==> src/iow_pkg.sv <==
// Shared constants and carrier types for the I/O guard timer block
package iow_pkg;
    localparam int CLK_PERIOD_NS = 5;
    localparam int US_NS = 1000;
    localparam int US_CYC = (US_NS + CLK_PERIOD_NS - 1) / CLK_PERIOD_NS;
    localparam int MS_US = 1000;
    localparam int S_MS = 1000;
    localparam int AO_READY_NS = 4500;
    localparam int AO_BUSY_CYC =
        (AO_READY_NS + CLK_PERIOD_NS - 1) / CLK_PERIOD_NS;
    localparam int DO_N = 12;
    localparam int DI_N = 10;
    localparam int AO_N = 4;
    localparam int AO_W = 12;
    localparam int TMR_W = 12;
    localparam int OT_GROUP = 4;
    localparam int OT_N = DO_N / OT_GROUP;
    localparam int AO_CH_LSB = 16;
    localparam logic [11:0] AO_ZERO_CODE = 12'h800;
    localparam logic [11:0] DO_RESET = 12'h000;
    localparam logic [1:0] UNIT_US = 2'h1;
    localparam logic [1:0] UNIT_MS = 2'h2;
    localparam logic [1:0] UNIT_S = 2'h3;
    typedef struct packed {
        logic wdog;
        logic [1:0] guard_delay_unit;
        logic [11:0] guard_delay_count;
        logic irq_en;
    } iow_tmr_cfg_t;
    typedef struct packed {
        logic start;
        logic stop;
        logic trig;
        logic ack;
    } iow_tmr_cmd_t;
    typedef struct packed {
        logic [11:0] count;
        logic [11:0] reload;
        logic running;
        logic timed_out;
        logic irq_flag;
    } iow_tmr_stat_t;
    typedef struct packed {
        logic fault;
        logic supply;
    } iow_diag_t;
endpackage
==> src/iow_dac_ready.sv <==
// Analog setpoint holding registers with converter-ready handshake
`timescale 1ns/10ps
module iow_dac_ready (
    input logic clk,
    input logic rst_n,
    input logic wr,
    input logic [31:0] wdata,
    input logic wd_clear,
    output logic ready,
    output logic [3:0][11:0] ao,
    output logic accepted
);
    localparam int RDY_WAIT = iow_pkg::AO_BUSY_CYC - 7;
    typedef struct packed {
        logic [3:0][11:0] ao;
        logic [11:0] pend;
        logic [1:0] ch;
        logic ready;
        logic [9:0] cnt;
        logic accepted;
    } iow_dac_state_t;
    iow_dac_state_t st_ff, nxt_st;

    always_comb begin
        nxt_st = st_ff;
        nxt_st.accepted = 1'b0;
        if (wd_clear) begin
            // Pending update dropped so a stale code cannot follow the clear
            nxt_st.ao = {iow_pkg::AO_N{iow_pkg::AO_ZERO_CODE}};
            nxt_st.ready = 1'b1;
        end else if (!st_ff.ready) begin
            if (st_ff.cnt == 10'h000) begin
                nxt_st.ao[st_ff.ch] = st_ff.pend;
                nxt_st.ready = 1'b1;
            end else begin
                nxt_st.cnt = st_ff.cnt - 10'h001;
            end
        end else if (wr) begin
            nxt_st.pend = wdata[11:0];
            nxt_st.ch = wdata[iow_pkg::AO_CH_LSB +: 2];
            nxt_st.ready = 1'b0;
            nxt_st.cnt = 10'(iow_pkg::AO_BUSY_CYC - 1);
            nxt_st.accepted = 1'b1;
        end
    end

    always_ff @(posedge clk or negedge rst_n) begin
        if (!rst_n) begin
            st_ff <= '0;
            st_ff.ao <= {iow_pkg::AO_N{iow_pkg::AO_ZERO_CODE}};
            st_ff.ready <= 1'b1;
        end else begin
            st_ff <= nxt_st;
        end
    end

    assign ready = st_ff.ready;
    assign ao = st_ff.ao;
    assign accepted = st_ff.accepted;
endmodule // iow_dac_ready

==> src/iow_guard_timer.sv <==
// 12-bit down-counting timer usable as a watchdog
`timescale 1ns/10ps
module iow_guard_timer (
    input logic clk,
    input logic rst_n,
    input iow_pkg::iow_tmr_cfg_t cfg,
    input iow_pkg::iow_tmr_cmd_t cmd,
    input logic set_trig,
    input logic tick_us,
    input logic tick_ms,
    input logic tick_s,
    output iow_pkg::iow_tmr_stat_t stat,
    output logic wd_expire
);
    typedef struct packed {
        iow_pkg::iow_tmr_stat_t stat;
        logic wd_expire;
    } iow_gt_state_t;
    iow_gt_state_t st_ff, nxt_st;
    logic tick;

    always_comb begin
        unique case (cfg.guard_delay_unit)
            iow_pkg::UNIT_US: tick = tick_us;
            iow_pkg::UNIT_MS: tick = tick_ms;
            iow_pkg::UNIT_S: tick = tick_s;
            2'h0: tick = 1'b0;
        endcase
        nxt_st = st_ff;
        nxt_st.wd_expire = 1'b0;
        // Ack first so a same-cycle timeout still sets the flag
        if (cmd.ack) begin
            nxt_st.stat.irq_flag = 1'b0;
        end
        if (cmd.stop) begin
            nxt_st.stat.running = 1'b0;
        end else if (cmd.start) begin
            nxt_st.stat.count = cfg.guard_delay_count;
            nxt_st.stat.reload = cfg.guard_delay_count;
            nxt_st.stat.running = 1'b1;
            nxt_st.stat.timed_out = 1'b0;
        end else if (st_ff.stat.running) begin
            if (cfg.wdog && (cmd.trig || set_trig)) begin
                nxt_st.stat.count = st_ff.stat.reload;
            end else if (tick) begin
                if (st_ff.stat.count == 12'h000) begin
                    nxt_st.stat.irq_flag = 1'b1;
                    if (cfg.wdog) begin
                        nxt_st.stat.running = 1'b0;
                        nxt_st.stat.timed_out = 1'b1;
                        nxt_st.wd_expire = 1'b1;
                    end else begin
                        nxt_st.stat.count = st_ff.stat.reload;
                    end
                end else begin
                    nxt_st.stat.count = st_ff.stat.count - 12'h001;
                end
            end
        end
    end

    always_ff @(posedge clk or negedge rst_n) begin
        if (!rst_n) begin
            st_ff <= '0;
        end else begin
            st_ff <= nxt_st;
        end
    end

    assign stat = st_ff.stat;
    assign wd_expire = st_ff.wd_expire;
endmodule // iow_guard_timer

==> src/iow_io_guard.sv <==
// Output-side control: digital/analog guard timers, diagnostics, inputs
//
// Contract
// - Four analog channels, 12-bit setpoint each
// - 32-bit writes update the addressed channel
// - Converter-ready status bit is readable
// - Writes ignored during 4.5 us update interval
// - Analog channels at zero volts after reset
// - Twelve digital outputs, one means on
// - Exactly two digital output diagnostic bits
// - Fault flag on short or group overtemperature
// - Supply flag when external supply below 5 V
// - Both diagnostics readable and can interrupt
// - Digital timer: 12-bit down counter, timeout interrupt
// - Count, reload, status, interrupt readable per timer
// - Digital watchdog expiry clears digital outputs
// - Digital output write reloads running digital watchdog
// - Trigger command reloads digital watchdog only
// - Each timer picks one of three time bases
// - Analog timer: separate 12-bit down counter
// - Analog watchdog expiry zeroes analog outputs
// - Analog setpoint write reloads running analog watchdog
// - Trigger command reloads analog watchdog only
// - Running and timed-out state readable per timer
// - Digital inputs readable straight after power-up
// - Each timer set as timer or watchdog
// - Delay 0 to 4095 in us, ms or s
`timescale 1ns/10ps
module iow_io_guard #(
    parameter int US_CYCLES = iow_pkg::US_CYC
) (
    input logic CORE_CLK,
    input logic RESET_N,
    input logic DO_WR,
    input logic [11:0] DO_WDATA,
    output logic [11:0] DO_LATCH,
    output logic [11:0] DO_PINS,
    input logic [9:0] DI_PINS,
    output logic [9:0] DI_STATE,
    input logic [11:0] SC_FAULT,
    input logic [2:0] OVERTEMP,
    input logic SUPPLY_LOW,
    input iow_pkg::iow_diag_t DIAG_IRQ_EN,
    output iow_pkg::iow_diag_t DIAG,
    input logic AO_WR,
    input logic [31:0] AO_WDATA,
    output logic AO_READY,
    output logic [3:0][11:0] AO_OUT,
    input iow_pkg::iow_tmr_cfg_t DIG_GUARD_CFG,
    input iow_pkg::iow_tmr_cmd_t DIG_GUARD_CMD,
    output iow_pkg::iow_tmr_stat_t DIG_GUARD_STAT,
    input iow_pkg::iow_tmr_cfg_t ANA_GUARD_CFG,
    input iow_pkg::iow_tmr_cmd_t ANA_GUARD_CMD,
    output iow_pkg::iow_tmr_stat_t ANA_GUARD_STAT,
    output logic IRQ
);
    typedef struct packed {
        logic [11:0] do_latch;
        logic [11:0] do_pins;
        logic [9:0] di;
        iow_pkg::iow_diag_t diag;
        logic irq;
        logic [7:0] us_cnt;
        logic [9:0] ms_cnt;
        logic [9:0] s_cnt;
        logic tick_us;
        logic tick_ms;
        logic tick_s;
    } iow_top_state_t;

    iow_top_state_t st_ff, nxt_st;
    logic dig_wd_exp;
    logic ana_wd_exp;
    logic ao_accepted;

    // Time bases: one microsecond prescaler, then two stages of 1000
    always_comb begin
        nxt_st = st_ff;
        nxt_st.tick_us = 1'b0;
        nxt_st.tick_ms = 1'b0;
        nxt_st.tick_s = 1'b0;
        if (st_ff.us_cnt == 8'(US_CYCLES - 1)) begin
            nxt_st.us_cnt = 8'h00;
            nxt_st.tick_us = 1'b1;
            if (st_ff.ms_cnt == 10'(iow_pkg::MS_US - 1)) begin
                nxt_st.ms_cnt = 10'h000;
                nxt_st.tick_ms = 1'b1;
                if (st_ff.s_cnt == 10'(iow_pkg::S_MS - 1)) begin
                    nxt_st.s_cnt = 10'h000;
                    nxt_st.tick_s = 1'b1;
                end else begin
                    nxt_st.s_cnt = st_ff.s_cnt + 10'h001;
                end
            end else begin
                nxt_st.ms_cnt = st_ff.ms_cnt + 10'h001;
            end
        end else begin
            nxt_st.us_cnt = st_ff.us_cnt + 8'h01;
        end

        // Expiry wins over a same-cycle host write
        if (dig_wd_exp) begin
            nxt_st.do_latch = iow_pkg::DO_RESET;
        end else if (DO_WR) begin
            nxt_st.do_latch = DO_WDATA;
        end

        // Protection switches pins off but keeps the host's latch
        for (int i = 0; i < iow_pkg::DO_N; i++) begin
            nxt_st.do_pins[i] = nxt_st.do_latch[i] & ~SC_FAULT[i] &
                ~OVERTEMP[i / iow_pkg::OT_GROUP] & ~SUPPLY_LOW;
        end

        nxt_st.di = DI_PINS;

        nxt_st.diag.fault = (|SC_FAULT) | (|OVERTEMP);
        nxt_st.diag.supply = SUPPLY_LOW;

        // Interrupt follows registered sources, one cycle behind
        nxt_st.irq = (DIAG_IRQ_EN.fault & st_ff.diag.fault) |
            (DIAG_IRQ_EN.supply & st_ff.diag.supply) |
            (DIG_GUARD_CFG.irq_en & DIG_GUARD_STAT.irq_flag) |
            (ANA_GUARD_CFG.irq_en & ANA_GUARD_STAT.irq_flag);
    end

    always_ff @(posedge CORE_CLK or negedge RESET_N) begin
        if (!RESET_N) begin
            st_ff <= '0;
            st_ff.do_latch <= iow_pkg::DO_RESET;
        end else begin
            st_ff <= nxt_st;
        end
    end

    assign DO_LATCH = st_ff.do_latch;
    assign DO_PINS = st_ff.do_pins;
    assign DI_STATE = st_ff.di;
    assign DIAG = st_ff.diag;
    assign IRQ = st_ff.irq;

    // Digital outputs guard; any digital write retriggers it
    iow_guard_timer digital_guard_timer (
        .clk(CORE_CLK),
        .rst_n(RESET_N),
        .cfg(DIG_GUARD_CFG),
        .cmd(DIG_GUARD_CMD),
        .set_trig(DO_WR),
        .tick_us(st_ff.tick_us),
        .tick_ms(st_ff.tick_ms),
        .tick_s(st_ff.tick_s),
        .stat(DIG_GUARD_STAT),
        .wd_expire(dig_wd_exp)
    );

    // Analog outputs guard; only accepted setpoint writes retrigger
    iow_guard_timer analog_guard_timer (
        .clk(CORE_CLK),
        .rst_n(RESET_N),
        .cfg(ANA_GUARD_CFG),
        .cmd(ANA_GUARD_CMD),
        .set_trig(ao_accepted),
        .tick_us(st_ff.tick_us),
        .tick_ms(st_ff.tick_ms),
        .tick_s(st_ff.tick_s),
        .stat(ANA_GUARD_STAT),
        .wd_expire(ana_wd_exp)
    );

    iow_dac_ready dac_ready (
        .clk(CORE_CLK),
        .rst_n(RESET_N),
        .wr(AO_WR),
        .wdata(AO_WDATA),
        .wd_clear(ana_wd_exp),
        .ready(AO_READY),
        .ao(AO_OUT),
        .accepted(ao_accepted)
    );
endmodule // iow_io_guard

==> config.mk <==
export PLATFORM = sky130hd
export DESIGN_NAME = iow_io_guard
export DESIGN_NICKNAME = d
export VERILOG_FILES = /design/src/iow_pkg.sv /design/src/iow_dac_ready.sv /design/src/iow_guard_timer.sv /design/src/iow_io_guard.sv
export SDC_FILE = /design/constraint.sdc
export NUM_CORES = 1
export LEC_CHECK = 0
export ABC_CLOCK_PERIOD_IN_PS = 1740
export BUFFER_PORTS_ARGS = -buffer_cell sky130_fd_sc_hd__buf_2
export CORE_MARGIN = 5
export CORE_UTILIZATION = 44
export DETAILED_ROUTE_END_ITERATION = 12
export GPL_ROUTABILITY_DRIVEN = 0
export GPL_TIMING_DRIVEN = 0
export HOLD_SLACK_MARGIN = 0.02
export PLACE_DENSITY_LB_ADDON = 0.2
export SYNTH_ARGS = -nofsm -noshare
export SYNTH_HDL_FRONTEND = slang
export SYNTH_SLANG_ARGS = --single-unit
==> constraint.sdc <==
create_clock -name CORE_CLK -period 1.74 [get_ports CORE_CLK]
set_input_delay 0.348 -clock CORE_CLK [delete_from_list [all_inputs] [get_ports CORE_CLK]]
set_output_delay 0.348 -clock CORE_CLK [all_outputs]
set_load 0.01 [all_outputs]
; After elaboration in Yosys (flattened, before gate mapping)
; Index checks and enable logic that the tools add are counted.
[op_classes]
add_sub_neg = 6
magnitude_cmp = 2
eq_ne = 16
n_mux = 57
bitwise = 63
n_reduce_logical = 33
[ops]
columns = op, count
row1 = $mux 12, 16
row2 = $mux 48, 3
row3 = $bwmux 48, 1
row4 = $and 1x1->1, 40
row5 = $mux 4, 8
row6 = $mux 10, 3
row7 = $demux 12 s2, 1
row8 = $logic_not 12->1, 2
row9 = $sub 12x1->12 const B, 2
row10 = $add 10x1->10 const B, 2
row11 = $eq 10x10->1 const B, 2
row12 = $not 1->1, 19
row13 = $mux 2, 9
row14 = $reduce_bool 2->1, 9
row15 = $reduce_and 6->1, 2
row16 = $reduce_or 12->1, 1
row17 = $mux 1, 11
row18 = $mux 11, 1
row19 = $logic_not 10->1, 1
row20 = $sub 10x1->10 const B, 1
row21 = $add 8x1->8 const B, 1
row22 = $eq 2x2->1 const B, 4
row23 = $eq 8x8->1 const B, 1
row24 = $mux 8, 1
row25 = other kinds (17), 36
[word_totals]
regBits = 198
in_bits = 116
output_inout_bits = 140
wordCells = 210

; Longest topological paths before layout
[logic_depth]
depth_word = 8
depth_mapped = 9
ltp_nobuf = 7

; By module
; Synthesis repeated with hierarchy kept, for this count alone.
[unflattened]
cells_unflattened = 976
hier_area_um2 = 9900.7
[modules_own_cells]
columns = mod, instances, cells_each, area_per_inst_um2, seq_area_each_um2
row1 = iow_dac_ready, 1, 354, 3508.4, 1858.0
row2 = iow_guard_timer, 2, 171, 1647.8, 700.7
row3 = iow_io_guard, 1, 280, 3096.7, 1701.6

; Worst setup path after synthesis
; No wires, ideal clock.
[synth_path]
path_type = flip-flop to flip-flop
startpoint = reg digital_guard_timer.st_ff (netlist bit digital_guard_timer.stat[15])
endpoint = reg digital_guard_timer.st_ff (netlist bit digital_guard_timer.stat[15])
setup_ns = 0.120
arrival_time_ns = 1.909
required_ns = 1.620
setup_slack_ns = -0.288
stages_incl_launch_ff = 9
n_path_buf = 1
period_less_slack_ns = 2.028
cell_sequence = dfrtp_1 > inv_1 > ha_1 > nor2b_1 > and4_1 > a221oi_1 > buf_2 > nand4b_1 > and3_1
[synth_between]
elab_chain_len = 6
elab_cells_between_ends = 9
cone_classes = 1 x add/sub / 1 x eq/ne / 5 x mux / 2 x reduce/logical
[synth_lines]
columns = item, line
row1 = "start, declared", iow_guard_timer.sv:19  ; iow_gt_state_t st_ff, nxt_st;
row2 = "start signal, assigned", iow_guard_timer.sv:66  ; st_ff <= nxt_st;
row3 = $sub 12x1->12 / $logic_not 12->1 (equally long branches), "iow_guard_timer.sv:56, iow_guard_timer.sv:46"
row4 = $mux 12, iow_guard_timer.sv:46  ; if (st_ff.stat.count == 12'h000) begin
row5 = $mux 12, iow_guard_timer.sv:45  ; end else if (tick) begin
row6 = $mux 12, iow_guard_timer.sv:43  ; if (cfg.wdog && (cmd.trig || set_trig)) begin
row7 = $mux 12, iow_guard_timer.sv:42  ; end else if (st_ff.stat.running) begin
row8 = $mux 12, iow_guard_timer.sv:37  ; end else if (cmd.start) begin
; Parallel ways exist; a longest one is shown, timed or not. The select of a mux whose other input is x is not followed.
; A chain may end at the register's enable or synchronous reset.

; Worst setup path in the final report
[layout_path]
startpoint = reg dac_ready.st_ff[3] (netlist name)
endpoint = reg dac_ready.ao[19] (netlist name)
[layout_between]
elab_chain_len = 3
[layout_lines]
columns = item, line
row1 = "start, declared", iow_dac_ready.sv:22  ; iow_dac_state_t st_ff, nxt_st;
row2 = "start signal, assigned", iow_dac_ready.sv:53  ; st_ff <= nxt_st;
row3 = $logic_not 10->1, iow_dac_ready.sv:32  ; if (st_ff.cnt == 10'h000) begin
row4 = $reduce_bool 2->1 (no line), n/a
row5 = $reduce_and 2->1 (no line), n/a
; No other way between the ends.

==> impl_metrics.json <==
{
  "ir_drop_mv": 0.679,
  "grt_pass1_wl_um": 45000,
  "relSlewSlack_pct": 48.6,
  "cts_num_sinks": 198,
  "synth.area.top_cells": "dfrtp_1, nand2_1, buf_4, mux2_2, a21oi_1",
  "yosys.area.top_type": "dfrtp_1",
  "grt_overflow_total": 0,
  "start_util_pct": 44.6,
  "clock_skew_ps": 18.1,
  "rsz0062_at_grt": "yes",
  "cts_root_buf": "clkbuf_16",
  "die_h_um": 159,
  "grt_max_degree": 112,
  "drt-vias-per-instance": 5.37,
  "drv_slew": 0,
  "design_area_mm2": 0.0141,
  "postSynthAreaPerCell_um2": 9.69,
  "tightest_slew_ps": 771,
  "dieArea_mm2": 0.0252,
  "seq_area_mm2": 0.00498,
  "p_per_area_mw_per_mm2": 932,
  "synth_edf_count": 0,
  "rrSetupSlack_ps": -250,
  "fin_ws_ps": -250,
  "syn_inst": 1003,
  "r2r_cells": 7,
  "cellLeakagePower_nw": 6.61,
  "r2r-start": "dac_ready.st_ff[3]",
  "violations": "negative setup slack",
  "drt_first_pass_iters": 5,
  "crit_path_start_kind": "register",
  "route.detailed.drc": 0,
  "layout-drive-gt1-share_pct": 51.6,
  "cts.clk_slew.worst_paths_ps": 80,
  "clock_latency_ps": 440,
  "dpl.cell_count": 1519,
  "cts_tree": "yes",
  "required_ps": 2100,
  "routedWlPerCell_um": 18.6,
  "core_area_mm2": 0.0218,
  "grt_pass1_vias": 8491,
  "fin_nets": 1471,
  "endpoint_kind": "register",
  "synth_top_family_by_area": "simple AND/OR/NAND/NOR gates",
  "synth_flop_cell": "dfrtp_1",
  "ant_nets": 0,
  "area_delta_synth_final_pct": 44.9,
  "arrival_ps": 2350,
  "fillers": 1735,
  "antennaDiodeCount": 0,
  "fin_crit_sh_pct": 114,
  "ios": 256,
  "htree_levels": 4,
  "netlist-cell-type-count": 62,
  "synth_fa_ha_area_share_pct": 1.03,
  "r2r-end": "dac_ready.ao[19]",
  "yosys.area.top_type_share_pct": 49.7,
  "synth_compound_area_share_pct": 11.1,
  "grt_usage_pct": 22.6,
  "fp.dieW_um": 159,
  "postPlaceCellArea_mm2": 0.0114,
  "seq_area_frac_synth_pct": 51.0,
  "antenna_found_initial": 0,
  "multi_input_area_mm2": 0.00497,
  "hpwl_um": 19800,
  "via_count": 8800,
  "hold_depth": 1,
  "power_w": 0.0131,
  "cts_buffer_depth": 2,
  "synth_simple_gate_area_share_pct": 20.4,
  "final_hold_viol_count": 0,
  "min_period_ps": 1990,
  "finalSetupViolations": 89,
  "min_path_type": "in2reg",
  "synth-seq-cells": 198,
  "synthMuxAreaShare_pct": 5.17,
  "post-place-ws_ps": -439,
  "crit_type": "reg2reg",
  "drt_iter0_markers": 544,
  "maxCapViolations": 0,
  "finalWirelength_um": 30500,
  "stdcell_count": 1640,
  "port_buffers": 235,
  "fin_tns_setup_ps": -11360,
  "hold_end": "DI_STATE[2]",
  "status": "finished, violations left",
  "netlist_area_mm2": 0.00972,
  "rows": 54,
  "ys.warnings.count": 0,
  "hp-start": "DI_PINS[2]",
  "synth_nets": 1127,
  "synth_xor_area_share_pct": 2.07,
  "tritoncts.num_buffers": 17,
  "fmax_mhz": 503,
  "crit_fanout": 5,
  "synthArstFlopShare_pct": 100
}
[through the flow]
step	util (%)	hold slack, ps
global placement	52.3	447
global route	64.6	36.1
CTS	60.4	45.6
detailed placement	52.5	458
floorplan	-	52.4
finish	64.6	55.6
[cell usage after synthesis (8+ instances only)]
cell type and number:
a211o_1 8, a21oi_1 58, a31oi_1 22, and3_1 12, buf_2 14, buf_4 84
clkbuf_1 29, dfrtp_1 193, ha_1 8, inv_1 21, mux2_2 26, mux2i_1 21
nand2_1 191, nand3_1 27, nand4_1 8, nor2_1 71, nor3_1 15, nor4_1 18
nor4b_1 9, o21ai_0 29, o31ai_1 9, xnor2_1 16
[cell families (layout without fill, tap and decap cells)]
group	count (synthesis)	in the layout
buf+inv	150	507
mux	47	47
xor+xnor	23	23
compound gates	169	169
simple gates	408	408
fa+ha+maj	8	8
flops	198	198
[report_power, final]
group / switching [W] / internal [W] / total [W]
combinational: 0.00159 / 0.00162 / 0.00321
clock: 0.00208 / 0.00196 / 0.00404
sequential: 0.000753 / 0.00514 / 0.00589
[critical path: stages, from the launching register on]
cell and delay (ps):
dfrtp_2 470, nor4_4 340, nand4b_1 210, buf_6 190, nor3b_4 310, buf_6 190, nand2_2 60, a21oi_2 130
[flip-flops by register name, summed over array words and instances (netlist names)]
| signal | flops |
|---|---|
| dac_ready.accepted | 1 |
| digital_guard_timer.wd_expire | 1 |
| DIAG | 2 |
| analog_guard_timer.wd_expire | 1 |
| st_ff | 31 |
| dac_ready.ao | 48 |
| DO_LATCH | 12 |
| DI_STATE | 10 |
| DO_PINS | 12 |
| dac_ready.ready | 1 |
| dac_ready.st_ff | 24 |
| analog_guard_timer.stat | 27 |
| digital_guard_timer.stat | 27 |
| IRQ | 1 |
[cell usage in the layout, fill, tap and decap left out, types with 10 or more instances in the layout]
cell,synthesis,routed
a31oi_1,22,16
buf_6,0,24
o21ai_2,0,11
nand2_1,191,139
clkbuf_16,0,21
mux2_2,26,26
o21ai_1,2,10
a21oi_1,58,22
dfrtp_1,193,179
and3_1,12,10
a21oi_2,0,36
nor4_4,2,10
dfrtp_2,0,14
xnor2_1,16,15
mux2i_1,21,21
nand2_4,0,18
clkbuf_1,29,14
nand2_2,0,33
inv_1,21,14
nor2_1,71,58
buf_2,14,239
dlygate4sd3_1,0,11
buf_4,84,136
o21ai_0,29,10
nand3_1,27,23
[layout make-up]
type / count / area share [%]
repair buffers: 328 / 15.2
clock buffers: 17 / 3.02
well taps: 280 / 2.49
inverters: 21 / 0.577
flip-flops and latches: 198 / 35.3
plain buffers: 126 / 6.91
multi-input cells: 655 / 35.3
clock inverters: 15 / 1.23
[layer usage]
layer  vias to the layer above  GRT usage, %  share of wire, %
met4                         0          8.37               2.5
met2                       353          37.5                49
li1                       4112             -                 -
met5                         -             0                 0
met1                      4273          29.5                41
met3                        62          4.43               7.6
[how the worst max path moves through the flow]
stage	from	to	slack, ps	cells after the start
global route	dac_ready.st_ff[3]	dac_ready.ao[15]	-340	7
global placement	RESET_N	analog_guard_timer.stat[16]	-3470	1
CTS	digital_guard_timer.stat[15]	digital_guard_timer.stat[25]	-200	7
detailed placement	ANA_GUARD_CMD[3]	analog_guard_timer.stat[12]	-440	6
finish	dac_ready.st_ff[3]	dac_ready.ao[19]	-250	7
floorplan	digital_guard_timer.stat[16]	digital_guard_timer.stat[25]	-190	7
[what timing repair did]
item | in CTS | in global routing
resized for setup | 153 | 178
endpoints found under the hold margin | 18 | 0
pin swaps | 59 | 74
setup buffers | 38 | 34
hold buffers | 11 | 0
endpoints found under the setup margin | 125 | 171
cloned | 7 | 6
Power figures use the tool's default switching activity.
